**src/hdl/tid_pkg.sv**
```systemverilog
package tid_pkg;
	// ------------------------------------------------------------
	// Instruction codes
	// ------------------------------------------------------------
	localparam int IR_W = 4;
	localparam logic [3:0] INS_EXTEST = 4'h0;
	localparam logic [3:0] INS_SAMPLE = 4'h1;
	localparam logic [3:0] INS_IDENT = 4'h2;
	localparam logic [3:0] INS_CLAMP = 4'h3;
	localparam logic [3:0] INS_FLOAT = 4'h4;
	localparam logic [3:0] INS_OFS_READ = 4'h7;
	localparam logic [3:0] INS_OFS_WRITE = 4'h8;
	localparam logic [3:0] INS_BYPASS = 4'hf;
	localparam logic [3:0] IR_CAPTURE = 4'h1;
	// ------------------------------------------------------------
	// Register sizes and timing
	// ------------------------------------------------------------
	localparam int ID_W = 32;
	localparam int BSR_W = 8;
	localparam int OFS_W = 16;
	localparam int RESET_TMS_CNT = 5;
	localparam int CLK_MHZ = 100;
	localparam int TCK_PERIOD_NS = 160;
	localparam int TCK_HALF_CYC = (TCK_PERIOD_NS * CLK_MHZ) / 2000;
	// ------------------------------------------------------------
	// Controller register map (APB byte offsets)
	// ------------------------------------------------------------
	localparam logic [7:0] REG_CTRL = 8'h00;
	localparam logic [7:0] REG_STATUS = 8'h04;
	localparam logic [7:0] REG_WDATA = 8'h08;
	localparam logic [7:0] REG_RDATA = 8'h0c;
	localparam int CTRL_GO = 0;
	localparam int CTRL_IR = 1;
	localparam int CTRL_TLR = 2;
	localparam int CTRL_TRST = 3;
	localparam int CTRL_LEN = 8;
	localparam int CTRL_LEN_W = 6;
	localparam int CTRL_INS = 16;
	typedef enum logic [3:0] {
		TLR, RTI, SELDR, CAPDR, SHDR, EX1DR, PADR, EX2DR, UPDR,
		SELIR, CAPIR, SHIR, EX1IR, PAIR, EX2IR, UPIR
	} tid_state_t;
	function automatic tid_state_t tid_next(input tid_state_t s, input logic tms);
		case (s)
			TLR: tid_next = tms ? TLR : RTI;
			RTI: tid_next = tms ? SELDR : RTI;
			SELDR: tid_next = tms ? SELIR : CAPDR;
			CAPDR: tid_next = tms ? EX1DR : SHDR;
			SHDR: tid_next = tms ? EX1DR : SHDR;
			EX1DR: tid_next = tms ? UPDR : PADR;
			PADR: tid_next = tms ? EX2DR : PADR;
			EX2DR: tid_next = tms ? UPDR : SHDR;
			UPDR: tid_next = tms ? SELDR : RTI;
			SELIR: tid_next = tms ? TLR : CAPIR;
			CAPIR: tid_next = tms ? EX1IR : SHIR;
			SHIR: tid_next = tms ? EX1IR : SHIR;
			EX1IR: tid_next = tms ? UPIR : PAIR;
			PAIR: tid_next = tms ? EX2IR : PAIR;
			EX2IR: tid_next = tms ? UPIR : SHIR;
			UPIR: tid_next = tms ? SELDR : RTI;
			default: tid_next = TLR;
		endcase
	endfunction
endpackage

```
**src/hdl/tid_link_if.sv**
```systemverilog
`timescale 1ns/100ps
`default_nettype none
interface tid_link_if;
	logic tck;
	logic tms;
	logic tdi;
	logic tdo;
	logic tdoEn;
	logic trst_n;
	modport device (input tck, tms, tdi, trst_n, output tdo, tdoEn);
	modport host (output tck, tms, tdi, trst_n, input tdo, tdoEn);
endinterface
`default_nettype wire

```
**src/hdl/tid_sync.sv**
```systemverilog
`timescale 1ns/100ps
`default_nettype none
module tid_sync #(
	parameter int W = 1
) (
	input wire logic clk,
	input wire logic arst_n,
	input wire logic [W-1:0] din,
	output logic [W-1:0] dout
);
	logic [W-1:0] meta;
	always_ff @(posedge clk or negedge arst_n)
	begin
		if (!arst_n)
		begin
			meta <= '0;
			dout <= '0;
		end
		else
		begin
			meta <= din;
			dout <= meta;
		end
	end
endmodule // tid_sync
`default_nettype wire

```
**src/hdl/tid_device.sv**
```systemverilog
`timescale 1ns/100ps
`default_nettype none
module tid_device
	import tid_pkg::*;
#(
	parameter logic [31:0] ID_VALUE = 32'h0000_0001 // arbitrary value
) (
	// Clock and reset
	input wire logic clk,
	input wire logic arst_n,
	// Test link
	tid_link_if.device link,
	// Pin side of the boundary chain
	input wire logic [BSR_W-1:0] pinIn,
	input wire logic [BSR_W-1:0] coreOut,
	output logic [BSR_W-1:0] pinOut,
	output logic pinOutEn,
	input wire logic coreOutEn,
	// Threshold offset registers
	input wire logic [OFS_W-1:0] almostEmptyOffset,
	input wire logic [OFS_W-1:0] almostFullOffset,
	output logic [OFS_W-1:0] newAlmostEmptyOffset,
	output logic [OFS_W-1:0] newAlmostFullOffset,
	output logic offsetWrite,
	// Test mode and instruction view
	output logic testMode,
	output logic [IR_W-1:0] testInstruction
);
	// ------------------------------------------------------------
	// Pin synchronisation and edge finding
	// ------------------------------------------------------------
	logic tckS, tmsS, tdiS, trstS_n, tckD;
	tid_sync #(.W(4)) uSync (
		.clk(clk),
		.arst_n(arst_n),
		.din({link.tck, link.tms, link.tdi, link.trst_n}),
		.dout({tckS, tmsS, tdiS, trstS_n})
	);
	always_ff @(posedge clk or negedge arst_n)
	begin
		if (!arst_n)
			tckD <= 1'b0;
		else
			tckD <= tckS;
	end
	wire tckRise = tckS && !tckD;
	wire tckFall = !tckS && tckD;

	// ------------------------------------------------------------
	// Controller state
	// ------------------------------------------------------------
	// Controller starts in reset here only because flops need a value;
	// the host must still reset the port before use
	tid_state_t state;
	always_ff @(posedge clk or negedge arst_n)
	begin
		if (!arst_n)
			state <= TLR;
		else if (!trstS_n)
			state <= TLR;
		else if (tckRise)
			state <= tid_next(state, tmsS);
	end

	// ------------------------------------------------------------
	// Instruction register
	// ------------------------------------------------------------
	logic [IR_W-1:0] irShift;
	always_ff @(posedge clk or negedge arst_n)
	begin
		if (!arst_n)
			irShift <= IR_CAPTURE;
		else if (tckRise && state == CAPIR)
			irShift <= IR_CAPTURE;
		else if (tckRise && state == SHIR)
			irShift <= {tdiS, irShift[IR_W-1:1]};
	end
	always_ff @(posedge clk or negedge arst_n)
	begin
		if (!arst_n)
			testInstruction <= INS_IDENT;
		else if (!trstS_n || state == TLR)
			testInstruction <= INS_IDENT;
		else if (tckFall && state == UPIR)
			testInstruction <= irShift;
	end

	// ------------------------------------------------------------
	// Decode
	// ------------------------------------------------------------
	logic selBsr, selId, selOfs, selBypass, drvFromBsr, floatAll;
	always_comb
	begin
		selBsr = 1'b0;
		selId = 1'b0;
		selOfs = 1'b0;
		drvFromBsr = 1'b0;
		floatAll = 1'b0;
		case (testInstruction)
			INS_EXTEST:
			begin
				selBsr = 1'b1;
				drvFromBsr = 1'b1;
			end
			INS_SAMPLE: selBsr = 1'b1;
			INS_IDENT: selId = 1'b1;
			INS_CLAMP: drvFromBsr = 1'b1;
			INS_FLOAT: floatAll = 1'b1;
			INS_OFS_READ, INS_OFS_WRITE: selOfs = 1'b1;
			default: selBsr = 1'b0;
		endcase
		selBypass = !(selBsr || selId || selOfs);
	end

	// ------------------------------------------------------------
	// Data registers; only the selected one captures or shifts
	// ------------------------------------------------------------
	logic [BSR_W-1:0] bsrShift, bsrHold;
	logic [ID_W-1:0] idShift;
	logic [2*OFS_W-1:0] ofsShift;
	logic bypassBit;
	wire capDr = tckRise && state == CAPDR;
	wire shDr = tckRise && state == SHDR;
	wire upDr = tckFall && state == UPDR;
	always_ff @(posedge clk or negedge arst_n)
	begin
		if (!arst_n)
			bsrShift <= '0;
		else if (selBsr && capDr)
			bsrShift <= selBsr && drvFromBsr ? pinIn : coreOut;
		else if (selBsr && shDr)
			bsrShift <= {tdiS, bsrShift[BSR_W-1:1]};
	end
	always_ff @(posedge clk or negedge arst_n)
	begin
		if (!arst_n)
			bsrHold <= '0;
		else if (selBsr && upDr)
			bsrHold <= bsrShift;
	end
	always_ff @(posedge clk or negedge arst_n)
	begin
		if (!arst_n)
			idShift <= '0;
		else if (selId && capDr)
			idShift <= ID_VALUE;
		else if (selId && shDr)
			idShift <= {tdiS, idShift[ID_W-1:1]};
	end
	always_ff @(posedge clk or negedge arst_n)
	begin
		if (!arst_n)
			ofsShift <= '0;
		else if (selOfs && capDr)
			ofsShift <= {almostFullOffset, almostEmptyOffset};
		else if (selOfs && shDr)
			ofsShift <= {tdiS, ofsShift[2*OFS_W-1:1]};
	end
	always_ff @(posedge clk or negedge arst_n)
	begin
		if (!arst_n)
			bypassBit <= 1'b0;
		else if (selBypass && capDr)
			bypassBit <= 1'b0;
		else if (selBypass && shDr)
			bypassBit <= tdiS;
	end
	always_ff @(posedge clk or negedge arst_n)
	begin
		if (!arst_n)
		begin
			newAlmostEmptyOffset <= '0;
			newAlmostFullOffset <= '0;
			offsetWrite <= 1'b0;
		end
		else
		begin
			offsetWrite <= 1'b0;
			if (testInstruction == INS_OFS_WRITE && upDr)
			begin
				newAlmostEmptyOffset <= ofsShift[OFS_W-1:0];
				newAlmostFullOffset <= ofsShift[2*OFS_W-1:OFS_W];
				offsetWrite <= 1'b1;
			end
		end
	end

	// ------------------------------------------------------------
	// Serial output, changes on the falling test clock
	// ------------------------------------------------------------
	always_ff @(posedge clk or negedge arst_n)
	begin
		if (!arst_n)
		begin
			link.tdo <= 1'b0;
			link.tdoEn <= 1'b0;
		end
		else if (!trstS_n)
			link.tdoEn <= 1'b0;
		else if (tckFall)
		begin
			link.tdoEn <= state == SHIR || state == SHDR;
			if (state == SHIR)
				link.tdo <= irShift[0];
			else if (selId)
				link.tdo <= idShift[0];
			else if (selBsr)
				link.tdo <= bsrShift[0];
			else if (selOfs)
				link.tdo <= ofsShift[0];
			else
				link.tdo <= bypassBit;
		end
	end

	// ------------------------------------------------------------
	// Pin conditioning
	// ------------------------------------------------------------
	always_ff @(posedge clk or negedge arst_n)
	begin
		if (!arst_n)
		begin
			pinOut <= '0;
			pinOutEn <= 1'b0;
			testMode <= 1'b0;
		end
		else
		begin
			pinOut <= drvFromBsr ? bsrHold : coreOut;
			pinOutEn <= floatAll ? 1'b0 : (drvFromBsr ? 1'b1 : coreOutEn);
			testMode <= drvFromBsr || floatAll;
		end
	end
endmodule // tid_device
`default_nettype wire

```
**src/flat_wrapper.sv**
```systemverilog
// flat-port wrapper written by rule: the top's interface ports become plain ports
module tid_device_flat import tid_pkg::*;
#(
	parameter logic [31:0] ID_VALUE = 32'h0000_0001                   
)
  (clk, arst_n, pinIn, coreOut, pinOut, pinOutEn, coreOutEn, almostEmptyOffset, almostFullOffset, newAlmostEmptyOffset, newAlmostFullOffset, offsetWrite, testMode, testInstruction, link_tck, link_tms, link_tdi, link_trst_n, link_tdo, link_tdoEn);
  tid_link_if link_i ();
  input wire logic clk;
  input wire logic arst_n;
  input wire logic [BSR_W-1:0] pinIn;
  input wire logic [BSR_W-1:0] coreOut;
  output logic [BSR_W-1:0] pinOut;
  output logic pinOutEn;
  input wire logic coreOutEn;
  input wire logic [OFS_W-1:0] almostEmptyOffset;
  input wire logic [OFS_W-1:0] almostFullOffset;
  output logic [OFS_W-1:0] newAlmostEmptyOffset;
  output logic [OFS_W-1:0] newAlmostFullOffset;
  output logic offsetWrite;
  output logic testMode;
  output logic [IR_W-1:0] testInstruction;
  input wire logic [$bits(link_i.tck)-1:0] link_tck;
  input wire logic [$bits(link_i.tms)-1:0] link_tms;
  input wire logic [$bits(link_i.tdi)-1:0] link_tdi;
  input wire logic [$bits(link_i.trst_n)-1:0] link_trst_n;
  output wire logic [$bits(link_i.tdo)-1:0] link_tdo;
  output wire logic [$bits(link_i.tdoEn)-1:0] link_tdoEn;
  assign link_i.tck = link_tck;
  assign link_i.tms = link_tms;
  assign link_i.tdi = link_tdi;
  assign link_i.trst_n = link_trst_n;
  assign link_tdo = link_i.tdo;
  assign link_tdoEn = link_i.tdoEn;
  tid_device #(.ID_VALUE(ID_VALUE)) u_core (.clk(clk), .arst_n(arst_n), .link(link_i), .pinIn(pinIn), .coreOut(coreOut), .pinOut(pinOut), .pinOutEn(pinOutEn), .coreOutEn(coreOutEn), .almostEmptyOffset(almostEmptyOffset), .almostFullOffset(almostFullOffset), .newAlmostEmptyOffset(newAlmostEmptyOffset), .newAlmostFullOffset(newAlmostFullOffset), .offsetWrite(offsetWrite), .testMode(testMode), .testInstruction(testInstruction));
endmodule
```
**config.mk**
```make
export PLATFORM = sky130hd
export DESIGN_NAME = tid_device_flat
export DESIGN_NICKNAME = d
export VERILOG_FILES = /design/src/hdl/tid_pkg.sv /design/src/hdl/tid_link_if.sv /design/src/hdl/tid_sync.sv /design/src/hdl/tid_device.sv /design/src/flat_wrapper.sv
export SDC_FILE = /design/constraint.sdc
export NUM_CORES = 1
export LEC_CHECK = 0
export BUFFER_PORTS_ARGS = -buffer_cell sky130_fd_sc_hd__buf_2
export CORE_ASPECT_RATIO = 0.7
export CORE_UTILIZATION = 50
export CTS_CLUSTER_DIAMETER = 100
export DETAILED_ROUTE_END_ITERATION = 8
export PLACE_DENSITY = 0.82
export SLEW_MARGIN = 20
export SYNTH_ARGS = -nofsm -noshare
export SYNTH_HDL_FRONTEND = slang
export SYNTH_SLANG_ARGS = --single-unit
```
**constraint.sdc**
```tcl
create_clock -name clk -period 2.1 [get_ports clk]
set_clock_uncertainty 0.05 [all_clocks]
set_input_delay 0.315 -clock clk [delete_from_list [all_inputs] [get_ports clk]]
set_output_delay 0.315 -clock clk [all_outputs]
set_load 0.02 [all_outputs]
```
==> results.txt <==
----------------------------------------------------
[GRT]
  Pin count of the biggest net entering global routing ... 65
  GRT Resource Usage Total ... 22.4%
  Vias in the first global route ... 4,597
  Overflow left after global routing ... 0
  Initial antenna violation count ... 0
  Global-route wire length before repair ... 22.9 mm

[Die]
  Horiz. Die Dim ... 137 um
  Initial core utilization ... 51.4%
  Core box area ... 12,500 sq um
  Total Die Area ... 13,300 sq um
  Vertical extent of the die ... 96.8 um
  Row count ... 34
  IO Pins ... 104

[Finish]
  Register area ... 3680 sq um
  Final net count ... 737
  Multi-input gate area in the final layout ... 2530 sq um
  Diodes inserted ... 0
  Area grow syn2layout ... 21.7%
  Finished layout cell area ... 7800 sq um
  Number of fill cells ... 943
  Layout cells sized above 1 ... 30.1%

[Timing]
  Final period util ... 95.3%
  Slew of the pin with the lowest slew margin ... 0.499 ns
  Rel. slew slack ... 66.6%
  Setup TNS Final ... 0 ns
  Final critical-path required period ... 2.00 ns
  Number of setup violations in the final report ... 0
  Max Clock Freq ... 500 MHz
  Final-report hold violation count ... 0
  Count of final max-slew check failures ... 0
  Unrepaired setup endpoints after global routing ... false

[Detailed routing]
  Number of vias per cell after detailed routing ... 5.38
  Detailed Routing Iterations Pass 1 ... 5
  Antenna violation net count after detailed routing ... 0
  WL final ... 13.7 mm
  Residual DRC ... 0
  Detailed Route Iter0 Violations ... 355
  Vias ... 4,605
  Average detailed-routed wire length per instance ... 16.0 um

[Clocking]
  Clock tree from TritonCTS ... yes
  Later-pin clock latency in the skew report ... 0.42 ns
  Cell at the root of the clock tree ... sky130_fd_sc_hd__clkbuf_16
  Clock-pin slew reported for the worst setup and hold paths after clock tree synthesis ... 0.06 ns
  Quantity of hold-fixing buffers added after cts ... 5
  Resized Gates After CTS ... 0
  Longest Clk Path Bufs ... 2
  Cts bufs inserted ... 17
  # clock sinks ... 147
  Count of buffers added by post-CTS timing repair for setup ... 0
  Level count of the clock H-tree ... 4

[Worst setup path]
  Critical path peak fanout ... 55
  Endpoint class of the critical path ... register
  Signal arrival time at the worst endpoint ... 2.25 ns
  Type of the worst setup path ... register to register
  Path depth of the worst reg2reg path ... 4
  End of the worst register-to-register path ... u_core.idShift[31]
  CP startpoint kind ... register
  Required time of the critical path ... 2.35 ns
  Startpoint of the worst-slack reg-to-reg timing path ... u_core.testInstruction[1]
  Setup slack of the worst register-to-register path ... 0.1 ns

[Place]
  Port-buffer cells ... 103
  Detailed Place HPWL ... 9.01 mm
  Routability Congestion ... 0.878
  Instance area at placement ... 7180 sq um

[Hold path]
  Instance count along the most critical hold path ... 2
  Startpoint of the most critical hold path ... coreOut[1]
  Worst min-delay path category ... input port to register
  Hold Path Sink ... u_core.pinOut[1]

[Pwr]
  Max VDD drop ... 0.661 mV
  Power per unit of standard cell area ... 794 nW/um^2
  P_leak ... 3.75 nW

[Synth]
  Combinational family with the most area after synthesis ... multiplexers
  Post-synth EDFFs ... 0
  Simple-gate area share of the yosys netlist ... 12.1%
  Cell Area, Synth ... 6410 sq um
  Adder and majority cell fraction of the synthesized area ... 0.312%
  Instance count of the mapped netlist ... 572
  Syn Area/Cell ... 11.2 sq um
  List of most frequent post-synthesis cells ... sky130_fd_sc_hd__dfrtp_1, sky130_fd_sc_hd__nand2_1, sky130_fd_sc_hd__o21ai_0
  Warning count from the yosys run ... 0
  Xor-xnor portion of the synthesized cell area ... 0.137%
  Share of synthesized area spent on multiplexers ... 15.3%
  Number of different library cells in the post-synthesis netlist ... 55
  Compound-Gate Fraction of Synth Area ... 11.3%
  Most used flip-flop cell after synthesis ... sky130_fd_sc_hd__dfrtp_1
  Post-Syn Nets ... 627
  Dominant cells by area after synthesis ... sky130_fd_sc_hd__dfrtp_1, sky130_fd_sc_hd__nand2_1, sky130_fd_sc_hd__mux2i_1
  Share of flip-flops with an asynchronous set or reset after synthesis ... 100%
  Synthesis-stage register bit count ... 147
  Cell with the most instances after synthesis ... sky130_fd_sc_hd__dfrtp_1
  Cell taking the most area after synthesis ... sky130_fd_sc_hd__dfrtp_1
  Sequential element share of the synthesized area ... 57.4%
  Area share of the largest cell type after synthesis ... 56.6%

[Flow run]
  Max-capacitance violation count ... 0

[Outcome]
  Status ... completed

----------------------------------------------------
[flip-flops by register name, summed over array words and instances, names as in the netlist]
name	cells
u_core.newAlmostEmptyOffset	16
u_core.offsetWrite	1
u_core.irShift	4
u_core.ofsShift	32
u_core.state	4
u_core.testInstruction	4
u_core.bsrShift	8
u_core.bypassBit	1
u_core.link.tdoEn	1
u_core.pinOutEn	1
u_core.testMode	1
u_core.newAlmostFullOffset	16
u_core.bsrHold	8
u_core.idShift	32
u_core.link.tdo	1
u_core.uSync.dout	4
u_core.pinOut	8
u_core.tckD	1
u_core.uSync.meta	4
[layer usage]
layer | global-route usage (%) | wire (um)
met5 | 0 | 0
met4 | 6.17 | 151
met3 | 7.13 | 823
met2 | 34.2 | 6520
met1 | 30.9 | 6220
[how the worst max path moves through the flow]
stage / from / to / slack [ns] / depth (start not counted)
global placement: u_core.testInstruction[2] / u_core.ofsShift[24] / 0.33 / 6
CTS: u_core.testInstruction[1] / u_core.idShift[31] / 0.12 / 4
global route: u_core.state[0] / u_core.idShift[31] / 0.01 / 5
finish: u_core.testInstruction[1] / u_core.idShift[31] / 0.1 / 4
detailed placement: u_core.testInstruction[1] / u_core.idShift[7] / 0.15 / 4
floorplan: u_core.testInstruction[3] / u_core.bsrShift[0] / 0.25 / 5
[layout make-up]
cell class / count / share of cell area [%]
sequential: 147 / 47.2
multi-input combinational: 384 / 32.4
timing repair buffer: 128 / 10.2
clock buffer: 19 / 5.68
tap: 162 / 2.60
clock inverter: 12 / 1.72
inverter: 4 / 0.192
[critical path, stage by stage, from the launching register on]
cell and delay, ns:
sky130_fd_sc_hd__dfstp_2 0.70, sky130_fd_sc_hd__nor2b_1 0.32, sky130_fd_sc_hd__o2111ai_4 0.26, sky130_fd_sc_hd__buf_12 0.26, sky130_fd_sc_hd__o21ai_0 0.28
[logic make-up (layout without fill, tap and decap cells)]
kind of cell / count (synthesis) / in the layout
mux: 92 / 92
simple gates: 168 / 168
fa+ha+maj: 2 / 2
flops: 147 / 147
buf+inv: 41 / 163
xor+xnor: 1 / 1
compound gates: 121 / 121
[where the power goes]
group | total, mW | switching, mW | internal (mW)
registers | 2.91 | 0.0359 | 2.88
clock network | 2.96 | 1.19 | 1.78
logic | 0.321 | 0.188 | 0.133
total | 6.19 | 1.41 | 4.79
[layout by cell type, fill, tap and decap left out, types with 6 or more instances in the layout]
cell type / instances
sky130_fd_sc_hd__dfrtp_1: 145
sky130_fd_sc_hd__nand2_1: 119
sky130_fd_sc_hd__buf_2: 102
sky130_fd_sc_hd__o21ai_0: 64
sky130_fd_sc_hd__mux2i_1: 44
sky130_fd_sc_hd__mux2_2: 39
sky130_fd_sc_hd__o21ai_1: 17
sky130_fd_sc_hd__clkbuf_16: 17
sky130_fd_sc_hd__nor2_1: 14
sky130_fd_sc_hd__buf_4: 14
sky130_fd_sc_hd__mux2_1: 9
sky130_fd_sc_hd__a21oi_1: 8
sky130_fd_sc_hd__nor2b_1: 7
sky130_fd_sc_hd__a2bb2oi_1: 7
sky130_fd_sc_hd__nand2b_1: 6
sky130_fd_sc_hd__buf_12: 6
[metrics by stage]
| step | std cells | setup WS [ns] | hold slack (ns) | util, % | total power [mW] |
|---|---|---|---|---|---|
| after detailed placement | 820 | 0.151 | 0.250 | 57.6 | 3.27 |
| after global routing | 856 | 0.0140 | 0.0965 | 62.6 | 6.41 |
| after global placement | 820 | 0.334 | 0.243 | 57.6 | 3.25 |
| after floorplan | 572 | 0.254 | -0.0306 | - | 3.09 |
| after CTS | 856 | 0.122 | 0.0868 | 62.6 | 6.24 |
| final | 856 | 0.0988 | 0.0946 | 62.6 | 6.19 |
Note: power is estimated with default switching activity, not from simulation.
